`config.mk`:
```
export PLATFORM = sky130hd
export DESIGN_NAME = rec_regs
export DESIGN_NICKNAME = d
export VERILOG_FILES = /design/src/rec_pkg.sv /design/src/rec_seq_timer.sv /design/src/rec_regs.sv
export SDC_FILE = /design/constraint.sdc
export NUM_CORES = 1
export LEC_CHECK = 0
export BUFFER_PORTS_ARGS = -buffer_cell sky130_fd_sc_hd__buf_4
export CAP_MARGIN = 30
export CORE_ASPECT_RATIO = 1.2
export CORE_MARGIN = 1.5
export CORE_UTILIZATION = 30
export CTS_BUF_LIST = sky130_fd_sc_hd__clkbuf_8
export DETAILED_ROUTE_END_ITERATION = 7
export MAX_ROUTING_LAYER = met4
export PLACE_DENSITY_LB_ADDON = 0.05
export SYNTH_ARGS = -nofsm -noshare
export SYNTH_HDL_FRONTEND = slang
export SYNTH_HIERARCHICAL = 1
export SYNTH_SLANG_ARGS = --single-unit
```
`constraint.sdc`:
```
create_clock -name i_clock -period 4.7 [get_ports i_clock]
set_input_delay 0.705 -clock i_clock [delete_from_list [all_inputs] [get_ports i_clock]]
set_output_delay 0.705 -clock i_clock [all_outputs]
set_load 0.01 [all_outputs]
```
`src/rec_pkg.sv`:
```
// Package: register offsets, field layouts and decodes for the regulator enable/config slice
package rec_pkg;
    localparam logic [7:0] REG3_ENABLE_CONTROL_ADDR     = 8'h34;
    localparam logic [7:0] REG3_CONFIGURATION_ADDR      = 8'h35;
    localparam logic [7:0] REG2_SERIAL_VOLTAGE_RB_ADDR  = 8'h32;

    // Enable control layout
    localparam int SEQ_MSB = 7;
    localparam int SEQ_LSB = 5;
    localparam int SEL_MSB = 1;
    localparam int SEL_LSB = 0;

    // Configuration bit positions
    localparam int CFG_INTEGRATOR_DISABLE = 7;
    localparam int CFG_POWERGOOD_TRANS    = 6;
    localparam int CFG_FAST_PRETRIGGER    = 5;
    localparam int CFG_PASSIVE_DISCHARGE  = 4;
    localparam int CFG_ACTIVE_DISCHARGE   = 3;
    localparam int CFG_LOW_EMISSION       = 2;
    localparam int CFG_SWITCH_HALVING     = 1;
    localparam int CFG_FREEWHEEL_SENSE    = 0;

    localparam logic [7:0] CFG_RESET      = 8'h00;
    localparam logic [1:0] SEL_RESET      = 2'h0;

    // Sequencing slot codes
    localparam logic [2:0] SEQ_DISABLED   = 3'h0;
    localparam logic [2:0] SEQ_AT_0PCT    = 3'h2;
    localparam logic [2:0] SEQ_AT_25PCT   = 3'h3;
    localparam logic [2:0] SEQ_AT_50PCT   = 3'h4;
    localparam logic [2:0] SEQ_SOFTWARE   = 3'h7;

    // Software enable selector codes
    localparam logic [1:0] SEL_DISABLED   = 2'h0;
    localparam logic [1:0] SEL_ENABLED    = 2'h1;
    localparam logic [1:0] SEL_PINS       = 2'h2;

    // Readback code: 0.55 V plus code times step, top code 63
    localparam int          VCODE_W       = 6;
    localparam int          VBASE_MV      = 550;
    localparam logic [5:0]  VCODE_MAX     = 6'h3F;
    localparam logic [7:0]  READ_ZERO     = 8'h00;
endpackage

```
`src/rec_seq_timer.sv`:
```
// Module: boot-delay progress tracker giving the 25/50/100 percent points
`timescale 1ns/1ps
module rec_seq_timer #(
    parameter int BOOT_CYCLES = 4000
) (
    // Clock and reset
    input  wire logic i_clock,
    input  wire logic i_rst_n,
    // Progress points
    output logic      o_at_25,
    output logic      o_at_50,
    output logic      o_done
);
    localparam int CW = $clog2(BOOT_CYCLES + 1);
    localparam logic [CW-1:0] LAST = CW'(BOOT_CYCLES);
    localparam logic [CW-1:0] Q25  = CW'(BOOT_CYCLES / 4);
    localparam logic [CW-1:0] Q50  = CW'(BOOT_CYCLES / 2);

    logic [CW-1:0] count_reg;
    logic [CW-1:0] count_next;

    assign count_next = (count_reg == LAST) ? count_reg : count_reg + CW'(1);

    always_ff @(posedge i_clock or negedge i_rst_n) begin
        if (!i_rst_n) begin
            count_reg <= '0;
        end else begin
            count_reg <= count_next;
        end
    end

    // Counter saturates, so the points never fall back once reached until the next reset
    assign o_at_25 = (count_reg >= Q25);
    assign o_at_50 = (count_reg >= Q50);
    assign o_done  = (count_reg == LAST);
endmodule // rec_seq_timer

```
`src/rec_regs.sv`:
```
// Module: enable/configuration register slice for one step-down regulator channel
`timescale 1ns/1ps
////////////////////////////////////////////////////////////////////////////////
module rec_regs
    import rec_pkg::*;
#(
    parameter int BOOT_CYCLES = 4000,
    parameter int NUM_PINS    = 4
) (
    // Clock and reset
    input  wire logic                i_clock,
    input  wire logic                i_rst_n,
    // Register access port
    input  wire logic                i_reg_write,
    input  wire logic [7:0]          i_reg_addr,
    input  wire logic [7:0]          i_reg_wdata,
    output logic      [7:0]          o_reg_rdata,
    // Device state
    input  wire logic [2:0]          i_powerup_sequence_slot,
    input  wire logic [VCODE_W-1:0]  i_second_reg_serial_voltage_code,
    input  wire logic [NUM_PINS-1:0] i_multipurpose_control_pin,
    input  wire logic [NUM_PINS-1:0] i_pin_select,
    input  wire logic                i_hard_reset,
    input  wire logic                i_shutdown,
    // Regulator controls
    output logic                     o_regulator_enable,
    output logic                     o_active_discharge,
    output logic                     o_passive_discharge,
    output logic                     o_integrator_disable,
    output logic                     o_powergood_during_transition,
    output logic                     o_fast_transient_pretrigger,
    output logic                     o_low_emission_edges,
    output logic                     o_switch_size_halving,
    output logic                     o_freewheel_entry_sense
);
    import rec_pkg::*;

    ////////////////////////////////////////////////////////////////////////////
    logic [1:0]         software_enable_selector_reg;
    logic [7:0]         config_reg;
    logic [7:0]         rdata_reg;
    logic [7:0]         rdata_next;
    logic               enable_reg;
    logic               enable_next;
    logic               act_dsc_reg;
    logic               psv_dsc_reg;
    logic               at_25;
    logic               at_50;
    logic               boot_done;

    wire  sel_en_wr = i_reg_write && (i_reg_addr == REG3_ENABLE_CONTROL_ADDR);
    wire  cfg_wr    = i_reg_write && (i_reg_addr == REG3_CONFIGURATION_ADDR);

    rec_seq_timer #(
        .BOOT_CYCLES (BOOT_CYCLES)
    ) u_timer (
        .i_clock (i_clock),
        .i_rst_n (i_rst_n),
        .o_at_25 (at_25),
        .o_at_50 (at_50),
        .o_done  (boot_done)
    );

    ////////////////////////////////////////////////////////////////////////////
    // Only the selector bits and the configuration byte are writable; slot and readback are inputs
    always_ff @(posedge i_clock or negedge i_rst_n) begin
        if (!i_rst_n) begin
            software_enable_selector_reg <= SEL_RESET;
            config_reg                   <= CFG_RESET;
        end else begin
            if (sel_en_wr) begin
                software_enable_selector_reg <= i_reg_wdata[SEL_MSB:SEL_LSB];
            end
            if (cfg_wr) begin
                config_reg <= i_reg_wdata;
            end
        end
    end

    ////////////////////////////////////////////////////////////////////////////
    // Enable decode
    wire pins_on = |(i_multipurpose_control_pin & i_pin_select);
    wire sel_on  = (software_enable_selector_reg == SEL_ENABLED) ||
                   ((software_enable_selector_reg == SEL_PINS) && pins_on);

    always_comb begin
        enable_next = 1'b0;
        case (i_powerup_sequence_slot)
            SEQ_AT_0PCT:  enable_next = 1'b1;
            SEQ_AT_25PCT: enable_next = at_25;
            SEQ_AT_50PCT: enable_next = at_50;
            SEQ_SOFTWARE: enable_next = boot_done && sel_on;
            default:      enable_next = 1'b0;
        endcase
    end

    wire off_mode = i_hard_reset || i_shutdown;
    // A low enable discharges when the matching option is set; shutdown or hard reset forces active, hard reset passive
    wire act_next = off_mode ||
                    (!enable_next && config_reg[CFG_ACTIVE_DISCHARGE]);
    wire psv_next = i_hard_reset ||
                    (!enable_next && config_reg[CFG_PASSIVE_DISCHARGE]);

    always_ff @(posedge i_clock or negedge i_rst_n) begin
        if (!i_rst_n) begin
            enable_reg  <= 1'b0;
            act_dsc_reg <= 1'b0;
            psv_dsc_reg <= 1'b0;
        end else begin
            enable_reg  <= enable_next;
            act_dsc_reg <= act_next;
            psv_dsc_reg <= psv_next;
        end
    end

    assign o_regulator_enable  = enable_reg;
    assign o_active_discharge  = act_dsc_reg;
    assign o_passive_discharge = psv_dsc_reg;

    assign o_integrator_disable          = config_reg[CFG_INTEGRATOR_DISABLE];
    assign o_powergood_during_transition = config_reg[CFG_POWERGOOD_TRANS];
    assign o_fast_transient_pretrigger   = config_reg[CFG_FAST_PRETRIGGER];
    assign o_low_emission_edges          = config_reg[CFG_LOW_EMISSION];
    assign o_switch_size_halving         = config_reg[CFG_SWITCH_HALVING];
    assign o_freewheel_entry_sense       = config_reg[CFG_FREEWHEEL_SENSE];

    ////////////////////////////////////////////////////////////////////////////
    // Read mux; reserved bits read zero, unmapped offsets read zero
    wire [7:0] ena_view = {i_powerup_sequence_slot, 3'h0, software_enable_selector_reg};
    wire [7:0] rb_view  = {2'h0, i_second_reg_serial_voltage_code};

    always_comb begin
        case (i_reg_addr)
            REG3_ENABLE_CONTROL_ADDR:    rdata_next = ena_view;
            REG3_CONFIGURATION_ADDR:     rdata_next = config_reg;
            REG2_SERIAL_VOLTAGE_RB_ADDR: rdata_next = rb_view;
            default:                     rdata_next = READ_ZERO;
        endcase
    end

    always_ff @(posedge i_clock or negedge i_rst_n) begin
        if (!i_rst_n) begin
            rdata_reg <= READ_ZERO;
        end else begin
            rdata_reg <= rdata_next;
        end
    end

    assign o_reg_rdata = rdata_reg;

    ////////////////////////////////////////////////////////////////////////////
    // Checks that expect a registered output to rise also need the sampled reset high:
    // reset released on a clock edge still clears the registers at that edge, so an
    // attempt started there would be compared against the cleared value
    a_seq_disabled_off: assert property (@(posedge i_clock) disable iff (!i_rst_n)
        (i_powerup_sequence_slot == SEQ_DISABLED) |=> !o_regulator_enable)
        else $error("regulator on while slot disabled");
    a_zero_pct_on: assert property (@(posedge i_clock) disable iff (!i_rst_n)
        (i_rst_n && i_powerup_sequence_slot == SEQ_AT_0PCT) |=> o_regulator_enable)
        else $error("slot 010 did not enable");
    a_quarter_gate: assert property (@(posedge i_clock) disable iff (!i_rst_n)
        (i_powerup_sequence_slot == SEQ_AT_25PCT && !at_25) |=> !o_regulator_enable)
        else $error("quarter slot enabled early");
    a_boot_gate: assert property (@(posedge i_clock) disable iff (!i_rst_n)
        (i_powerup_sequence_slot == SEQ_SOFTWARE && !boot_done) |=> !o_regulator_enable)
        else $error("selector acted before boot delay");
    a_selector_on: assert property (@(posedge i_clock) disable iff (!i_rst_n)
        (i_rst_n && i_powerup_sequence_slot == SEQ_SOFTWARE && boot_done &&
         software_enable_selector_reg == SEL_ENABLED) |=> o_regulator_enable)
        else $error("selector 01 did not enable");
    a_pin_on: assert property (@(posedge i_clock) disable iff (!i_rst_n)
        (i_rst_n && i_powerup_sequence_slot == SEQ_SOFTWARE && boot_done &&
         software_enable_selector_reg == SEL_PINS && pins_on) |=> o_regulator_enable)
        else $error("selected pin did not enable");
    a_pin_off: assert property (@(posedge i_clock) disable iff (!i_rst_n)
        (i_powerup_sequence_slot == SEQ_SOFTWARE && software_enable_selector_reg == SEL_PINS &&
         !pins_on) |=> !o_regulator_enable)
        else $error("regulator on with selected pins low");
    a_reserved_sel: assert property (@(posedge i_clock) disable iff (!i_rst_n)
        (i_powerup_sequence_slot == SEQ_SOFTWARE && software_enable_selector_reg == 2'h3) |=>
        !o_regulator_enable)
        else $error("reserved selector enabled regulator");
    a_no_disc_off: assert property (@(posedge i_clock) disable iff (!i_rst_n)
        (!off_mode && !config_reg[CFG_ACTIVE_DISCHARGE]) |=> !o_active_discharge)
        else $error("active discharge without cause");
    a_off_mode_disc: assert property (@(posedge i_clock) disable iff (!i_rst_n)
        (i_rst_n && off_mode) |=> o_active_discharge)
        else $error("no active discharge in hard reset or shutdown");
    a_act_disc: assert property (@(posedge i_clock) disable iff (!i_rst_n)
        (i_rst_n && !enable_next && config_reg[CFG_ACTIVE_DISCHARGE]) |=> o_active_discharge)
        else $error("active discharge missing");
    a_psv_disc: assert property (@(posedge i_clock) disable iff (!i_rst_n)
        (i_rst_n && !enable_next && config_reg[CFG_PASSIVE_DISCHARGE]) |=> o_passive_discharge)
        else $error("passive discharge missing");
    a_psv_quiet: assert property (@(posedge i_clock) disable iff (!i_rst_n)
        (!i_hard_reset && !config_reg[CFG_PASSIVE_DISCHARGE]) |=> !o_passive_discharge)
        else $error("passive discharge outside hard reset");
    a_cfg_write: assert property (@(posedge i_clock) disable iff (!i_rst_n)
        (i_rst_n && cfg_wr) |=> (o_integrator_disable == $past(i_reg_wdata[CFG_INTEGRATOR_DISABLE]) &&
                    o_fast_transient_pretrigger == $past(i_reg_wdata[CFG_FAST_PRETRIGGER])))
        else $error("config write not applied");
    a_cfg_others: assert property (@(posedge i_clock) disable iff (!i_rst_n)
        (i_rst_n && cfg_wr) |=> (o_powergood_during_transition == $past(i_reg_wdata[CFG_POWERGOOD_TRANS]) &&
                    o_low_emission_edges == $past(i_reg_wdata[CFG_LOW_EMISSION]) &&
                    o_freewheel_entry_sense == $past(i_reg_wdata[CFG_FREEWHEEL_SENSE])))
        else $error("config option bits not applied");
    a_rb_read: assert property (@(posedge i_clock) disable iff (!i_rst_n)
        (i_rst_n && i_reg_addr == REG2_SERIAL_VOLTAGE_RB_ADDR) |=>
        (o_reg_rdata == {2'h0, $past(i_second_reg_serial_voltage_code)}))
        else $error("readback mismatch");
    a_slot_ro: assert property (@(posedge i_clock) disable iff (!i_rst_n)
        (i_rst_n && i_reg_addr == REG3_ENABLE_CONTROL_ADDR) |=>
        (o_reg_rdata[SEQ_MSB:SEQ_LSB] == $past(i_powerup_sequence_slot)))
        else $error("slot read not from device state");
    a_sel_write: assert property (@(posedge i_clock) disable iff (!i_rst_n)
        (i_rst_n && sel_en_wr) |=> (software_enable_selector_reg == $past(i_reg_wdata[SEL_MSB:SEL_LSB])))
        else $error("selector write not applied");
endmodule // rec_regs

```
; ---- After elaboration in Yosys (flattened, before gate mapping)
; Cells that the tools add are included.
[word_totals]
register_bits = 33
in_bits = 38
output_inout_bits = 17
word_cells = 35
[op_classes]
add_sub_neg = 1
order_cmp = 2
eq_ne = 10
muxes = 2
bitwise = 1
reduce_logical = 12
[op_table]
columns = op, n
row1 = $eq A8 B6 Y1 const B, 3
row2 = $pmux W8 S3, 1
row3 = $add A12 B1 Y12 const B, 1
row4 = $eq A12 B12 Y1 const B, 1
row5 = $ge A12 B10 Y1 const B, 1
row6 = $ge A12 B11 Y1 const B, 1
row7 = $eq A3 B2 Y1 const B, 2
row8 = $eq A3 B3 Y1 const B, 2
row9 = $logic_and A1 B1 Y1, 6
row10 = $and A4 B4 Y4, 1
row11 = $logic_or A1 B1 Y1, 4
row12 = $pmux W1 S4, 1
row13 = $reduce_or A4 Y1, 1
row14 = $eq A2 B1 Y1 const B, 1
row15 = $eq A2 B2 Y1 const B, 1
row16 = $logic_not A1 Y1, 1

; ---- Logic depth before layout (Yosys ltp)
[logic_depth]
depth_word = 9
depth_mapped = 8
depth_no_buf = 8

; ---- Modules after synthesis
; The synthesis kept the hierarchy.
[by_module_without_submodules]
columns = module, n_inst, cells_per_inst, area_each_um2
row1 = rec_regs, 1, 69, 918.4
row2 = rec_seq_timer, 1, 55, 600.6

; ---- Least setup slack after synthesis
; Ideal clock, no wire load.
[synth_path]
kind = register -> register
startpoint = register u_timer.count_reg[4]
endpoint = register act_dsc_reg, in the netlist o_active_discharge
setup_ps = 124
arrival_ps = 2055
path_slack_ps = 2521
path_stages_with_launch = 7
n_path_buf = 0
period_less_slack_ps = 2179
cell_sequence = dfrtp_1 -> or4b_4 -> nor4_4 -> nand3_1 -> a2111oi_0 -> o32ai_1 -> a211o_1
[synth_between]
elab_chain_len = 6
elab_cells_between_ends = 8
[synth_lines]
columns = item, line_no
row1 = from (decl), rec_seq_timer.sv:19  ; logic [CW-1:0] count_reg;
row2 = from (signal assigned), rec_seq_timer.sv:28  ; count_reg <= count_next;
row3 = $eq A12 B12 Y1, rec_seq_timer.sv:35  ; assign o_done = (count_reg == LAST);
row4 = net boot_done, rec_regs.sv:49  ; logic boot_done;
row5 = $logic_and A1 B1 Y1, rec_regs.sv:92  ; SEQ_SOFTWARE: enable_next = boot_done && sel_on;
row6 = $pmux W1 S4, rec_regs.sv:88  ; case (i_powerup_sequence_slot)
row7 = $logic_not A1 Y1, rec_regs.sv:100  ; (!enable_next && config_reg[CFG_ACTIVE_DISCHARGE]);
row8 = $logic_and A1 B1 Y1, rec_regs.sv:100
row9 = $logic_or A1 B1 Y1, rec_regs.sv:99  ; wire act_next = off_mode ||
row10 = net act_next, rec_regs.sv:99
row11 = to (signal assigned), rec_regs.sv:111  ; act_dsc_reg <= act_next;
row12 = to (decl), rec_regs.sv:45  ; logic act_dsc_reg;
; The timed path passes the listed nets, and every way through them passes these cells.
; A chain may end at the register's enable or synchronous reset.

; ---- Worst setup path in the final report
; Same ends and word-level chain as after synthesis.

==> flow_summary_export.csv <==
group,metric,value,unit
floorplanning,initial_core_util,0.3097,
finish,finalCoreUtilization,0.4253,
timing,final_min_period_over_clock_period,0.5095,
critical_path,critPathCaptureType,"flip-flop",
placement,detailed_place.area,1999,sq um
synth,yosys_warnings,6,
finish,num_antenna_cells,0,
cts,cts.htree.levels,2,
cts,clkTransAtPathRegs,0.07,ns
synth,synth-seq-area-share,0.5437,
timing,hold_slack,0.3572,ns
route,via_per_inst,4.846,
cts,clk_latency,0.28,ns
critical_path,rrSetupSlack,2.31,ns
placement,place_congestion,0.8372,
job,cap_violations,0,
synth,syn-cell-area,1519,sq um
finish,layout_commonest_cell,"sky130_fd_sc_hd__buf_4",
placement,dp_hpwl,2887,um
timing,finalSetupViolCount,0,
timing,slew_headroom,0.5788,
finish,largest_register_ffs,12,
grt,grt_pass1_wl,5499,um
finish,layout.cells.most_common_list,"54 x sky130_fd_sc_hd__buf_4, 33 x sky130_fd_sc_hd__dfrtp_1, 11 x sky130_fd_sc_hd__nand2_1",
power_and_ir_drop,power.density,263.5,nW/um^2
grt,grt_antenna_before_repair,0,
timing,finalClockSkew,0.008517,ns
cts,clock_tree.buffer_depth,2,
timing,finalHoldViolations,0,
route,post-route-drc-count,0,
grt,met2_usage,0.2408,
route,wl_per_cell,14.94,um
finish,syn_to_final_growth,37.31,%
cts,cts_setup_buffers,0,
grt,grt_pass1_vias,1141,
critical_path,required_time_at_the_endpoint_of_the_critical_path,4.86,ns
finish,multiInputGateArea,666.9,sq um
critical_path,timing.rr.end,"o_active_discharge",
floorplanning,die_h,80.95,um
route,firstDrtPassIters,4,
floorplanning,floorplan.core_area,4905,sq um
timing,fin_tns_setup,0,ns
floorplanning,full_die_area,5501,sq um
grt,grtUsageMet1,0.1583,
finish,drive_above_1_share,0.4301,
finish,register_area,825.8,sq um
route,postRouteAntennaNets,0,
timing,finalCriticalPeriod,2.395,ns
floorplanning,floorplan.rows,28,
route,finalWirelength,3676,um
cts,hold_buffers,0,
critical_path,critPathTopFamily,"simple AND/OR/NAND/NOR gates",
synth,mappedNetlistNets,164,
power_and_ir_drop,static-leakage-power,0.001042,uW
synth,post_synth_edffs,0,
critical_path,crit_slowest_cell,"sky130_fd_sc_hd__or4b_4",
finish,layout.nets,225,
placement,placed_cells_incl_taps,238,
critical_path,cp.buffers_inverters,0,
critical_path,cp_data_arrival_time,2.56,ns
finish,layout.cell_area.non_filler,2086,sq um
critical_path,crit_path_max_incr_delay,0.57,ns
synth,syn_area_per_cell,12.25,sq um
floorplanning,io-pin-count,55,
timing,unrepaired_setup_endpoints_after_global_routing,"false",
route,detailroute.via_count,1192,
cts,numCtsBuffers,5,
cts,tritoncts,"built",
finish,final_cell_count_no_fill,246,
critical_path,critical_path_peak_fanout,6,
synth,syn-instance-count,124,
grt,grt_most_used_layer,"met2",
synth,ys_seq_elements,33,
critical_path,worst-r2r-cell-count,6,
critical_path,start_kind,"flip-flop",
route,initial_drc_count,44,
cts,root_buffer,"sky130_fd_sc_hd__clkbuf_8",
critical_path,critical_path_class,"flip-flop to flip-flop",
synth,async_flop_share,1.000,
cts,numClockSinks,33,
finish,layout.filler_cells,488,
placement,port_buffers,54,
power_and_ir_drop,peakVddDrop,141.3,uV
timing,slew_at_the_pin_closest_to_its_max_slew_limit,0.6266,ns
grt,grt_start_max_net_pins,34,
grt,global_route.usage.met3,0.04155,
status,status,"complete, no violations",
synth,post_synth_num_cell_types,31,
grt,tot_gr_track_use,0.1431,
hold_path,holdCritPathClass,"input port to async pin",
synth,synth_flop_cell,"sky130_fd_sc_hd__dfrtp_1",
timing,slew_violations,0,
critical_path,crit_chain,"or4b_4, nor4_4, nand3_1, a2111oi_0, o32ai_1, a211o_1",
cts,postCtsResizedCells,0,
timing,timing.fmax,417.6,MHz
critical_path,worst_r2r_startpoint,"u_timer/count_reg[4]",
grt,grt-ovfl-total,0,
floorplanning,die_w,67.96,um
[layer usage]
layer / wire, um / part of all wire
met1: 1455 / 0.40
met2: 1898 / 0.52
met3: 277 / 0.075
met4: 44 / 0.012
met5: 0 / 0
[worst max path at each step]
stage | slack [ns] | startpoint | cells past startpoint | end
6_report | 2.31 | u_timer/count_reg[4] | 6 | o_active_discharge
5_1_grt | 2.17 | u_timer/count_reg[4] | 6 | o_active_discharge
4_1_cts | 2.27 | u_timer/count_reg[4] | 6 | o_active_discharge
3_5_place_dp | 2.28 | u_timer/count_reg[4] | 6 | o_active_discharge
3_3_place_gp | 2.38 | u_timer/count_reg[4] | 6 | o_active_discharge
2_1_floorplan | 2.52 | u_timer/count_reg[4] | 6 | o_active_discharge
[per-stage QoR]
stage          setup WS [ns]  power [uW]
2_1_floorplan          2.521       311.0
6_report               2.305       549.5
3_3_place_gp           2.376       352.2
4_1_cts                2.275       560.6
3_5_place_dp           2.278       353.5
5_1_grt                2.170       579.8
[power breakdown]
part | internal (uW) | leakage [uW] | switching [uW]
Sequential | 290 | 0.000437 | 3.97
Clock | 102 | 0.0000439 | 101
Combinational | 31.1 | 0.000560 | 22.1
Total | 423 | 0.00104 | 127
[cells in the mapped netlist (2+ instances only)]
cell type,n,area (sq um)
sky130_fd_sc_hd__ha_1,2,25.02
sky130_fd_sc_hd__nor3_1,4,20.02
sky130_fd_sc_hd__nor4_4,2,42.54
sky130_fd_sc_hd__nor2_1,5,18.77
sky130_fd_sc_hd__mux2_2,10,112.6
sky130_fd_sc_hd__nand3_1,5,25.02
sky130_fd_sc_hd__o21ai_0,2,10.01
sky130_fd_sc_hd__xnor2_1,4,35.03
sky130_fd_sc_hd__dfrtp_1,33,825.8
sky130_fd_sc_hd__inv_1,7,26.28
sky130_fd_sc_hd__nand2_1,11,41.29
sky130_fd_sc_hd__xor2_1,6,52.55
sky130_fd_sc_hd__o31ai_1,2,15.01
sky130_fd_sc_hd__a22oi_1,5,37.54
sky130_fd_sc_hd__a22o_1,5,43.79
sky130_fd_sc_hd__nand4_1,3,18.77
sky130_fd_sc_hd__nand2b_1,4,25.02
[cell families after synthesis]
| kind of cell | share of synthesized area |
|---|---|
| xor+xnor | 0.05766 |
| compound gates | 0.1021 |
| simple gates | 0.1787 |
| mux | 0.08402 |
| fa+ha+maj | 0.01647 |
| buf+inv | 0.01730 |
| flops | 0.5437 |
[layout make-up]
| class | instances | area share |
|---|---|---|
| timing repair buffer | 54 | 0.1944 |
| clock buffer | 5 | 0.03299 |
| inverter | 7 | 0.01260 |
| sequential | 33 | 0.3959 |
| tap | 60 | 0.03599 |
| clock inverter | 3 | 0.008398 |
| multi-input combinational | 84 | 0.3197 |
Note: power is estimated with default switching activity, not from simulation.
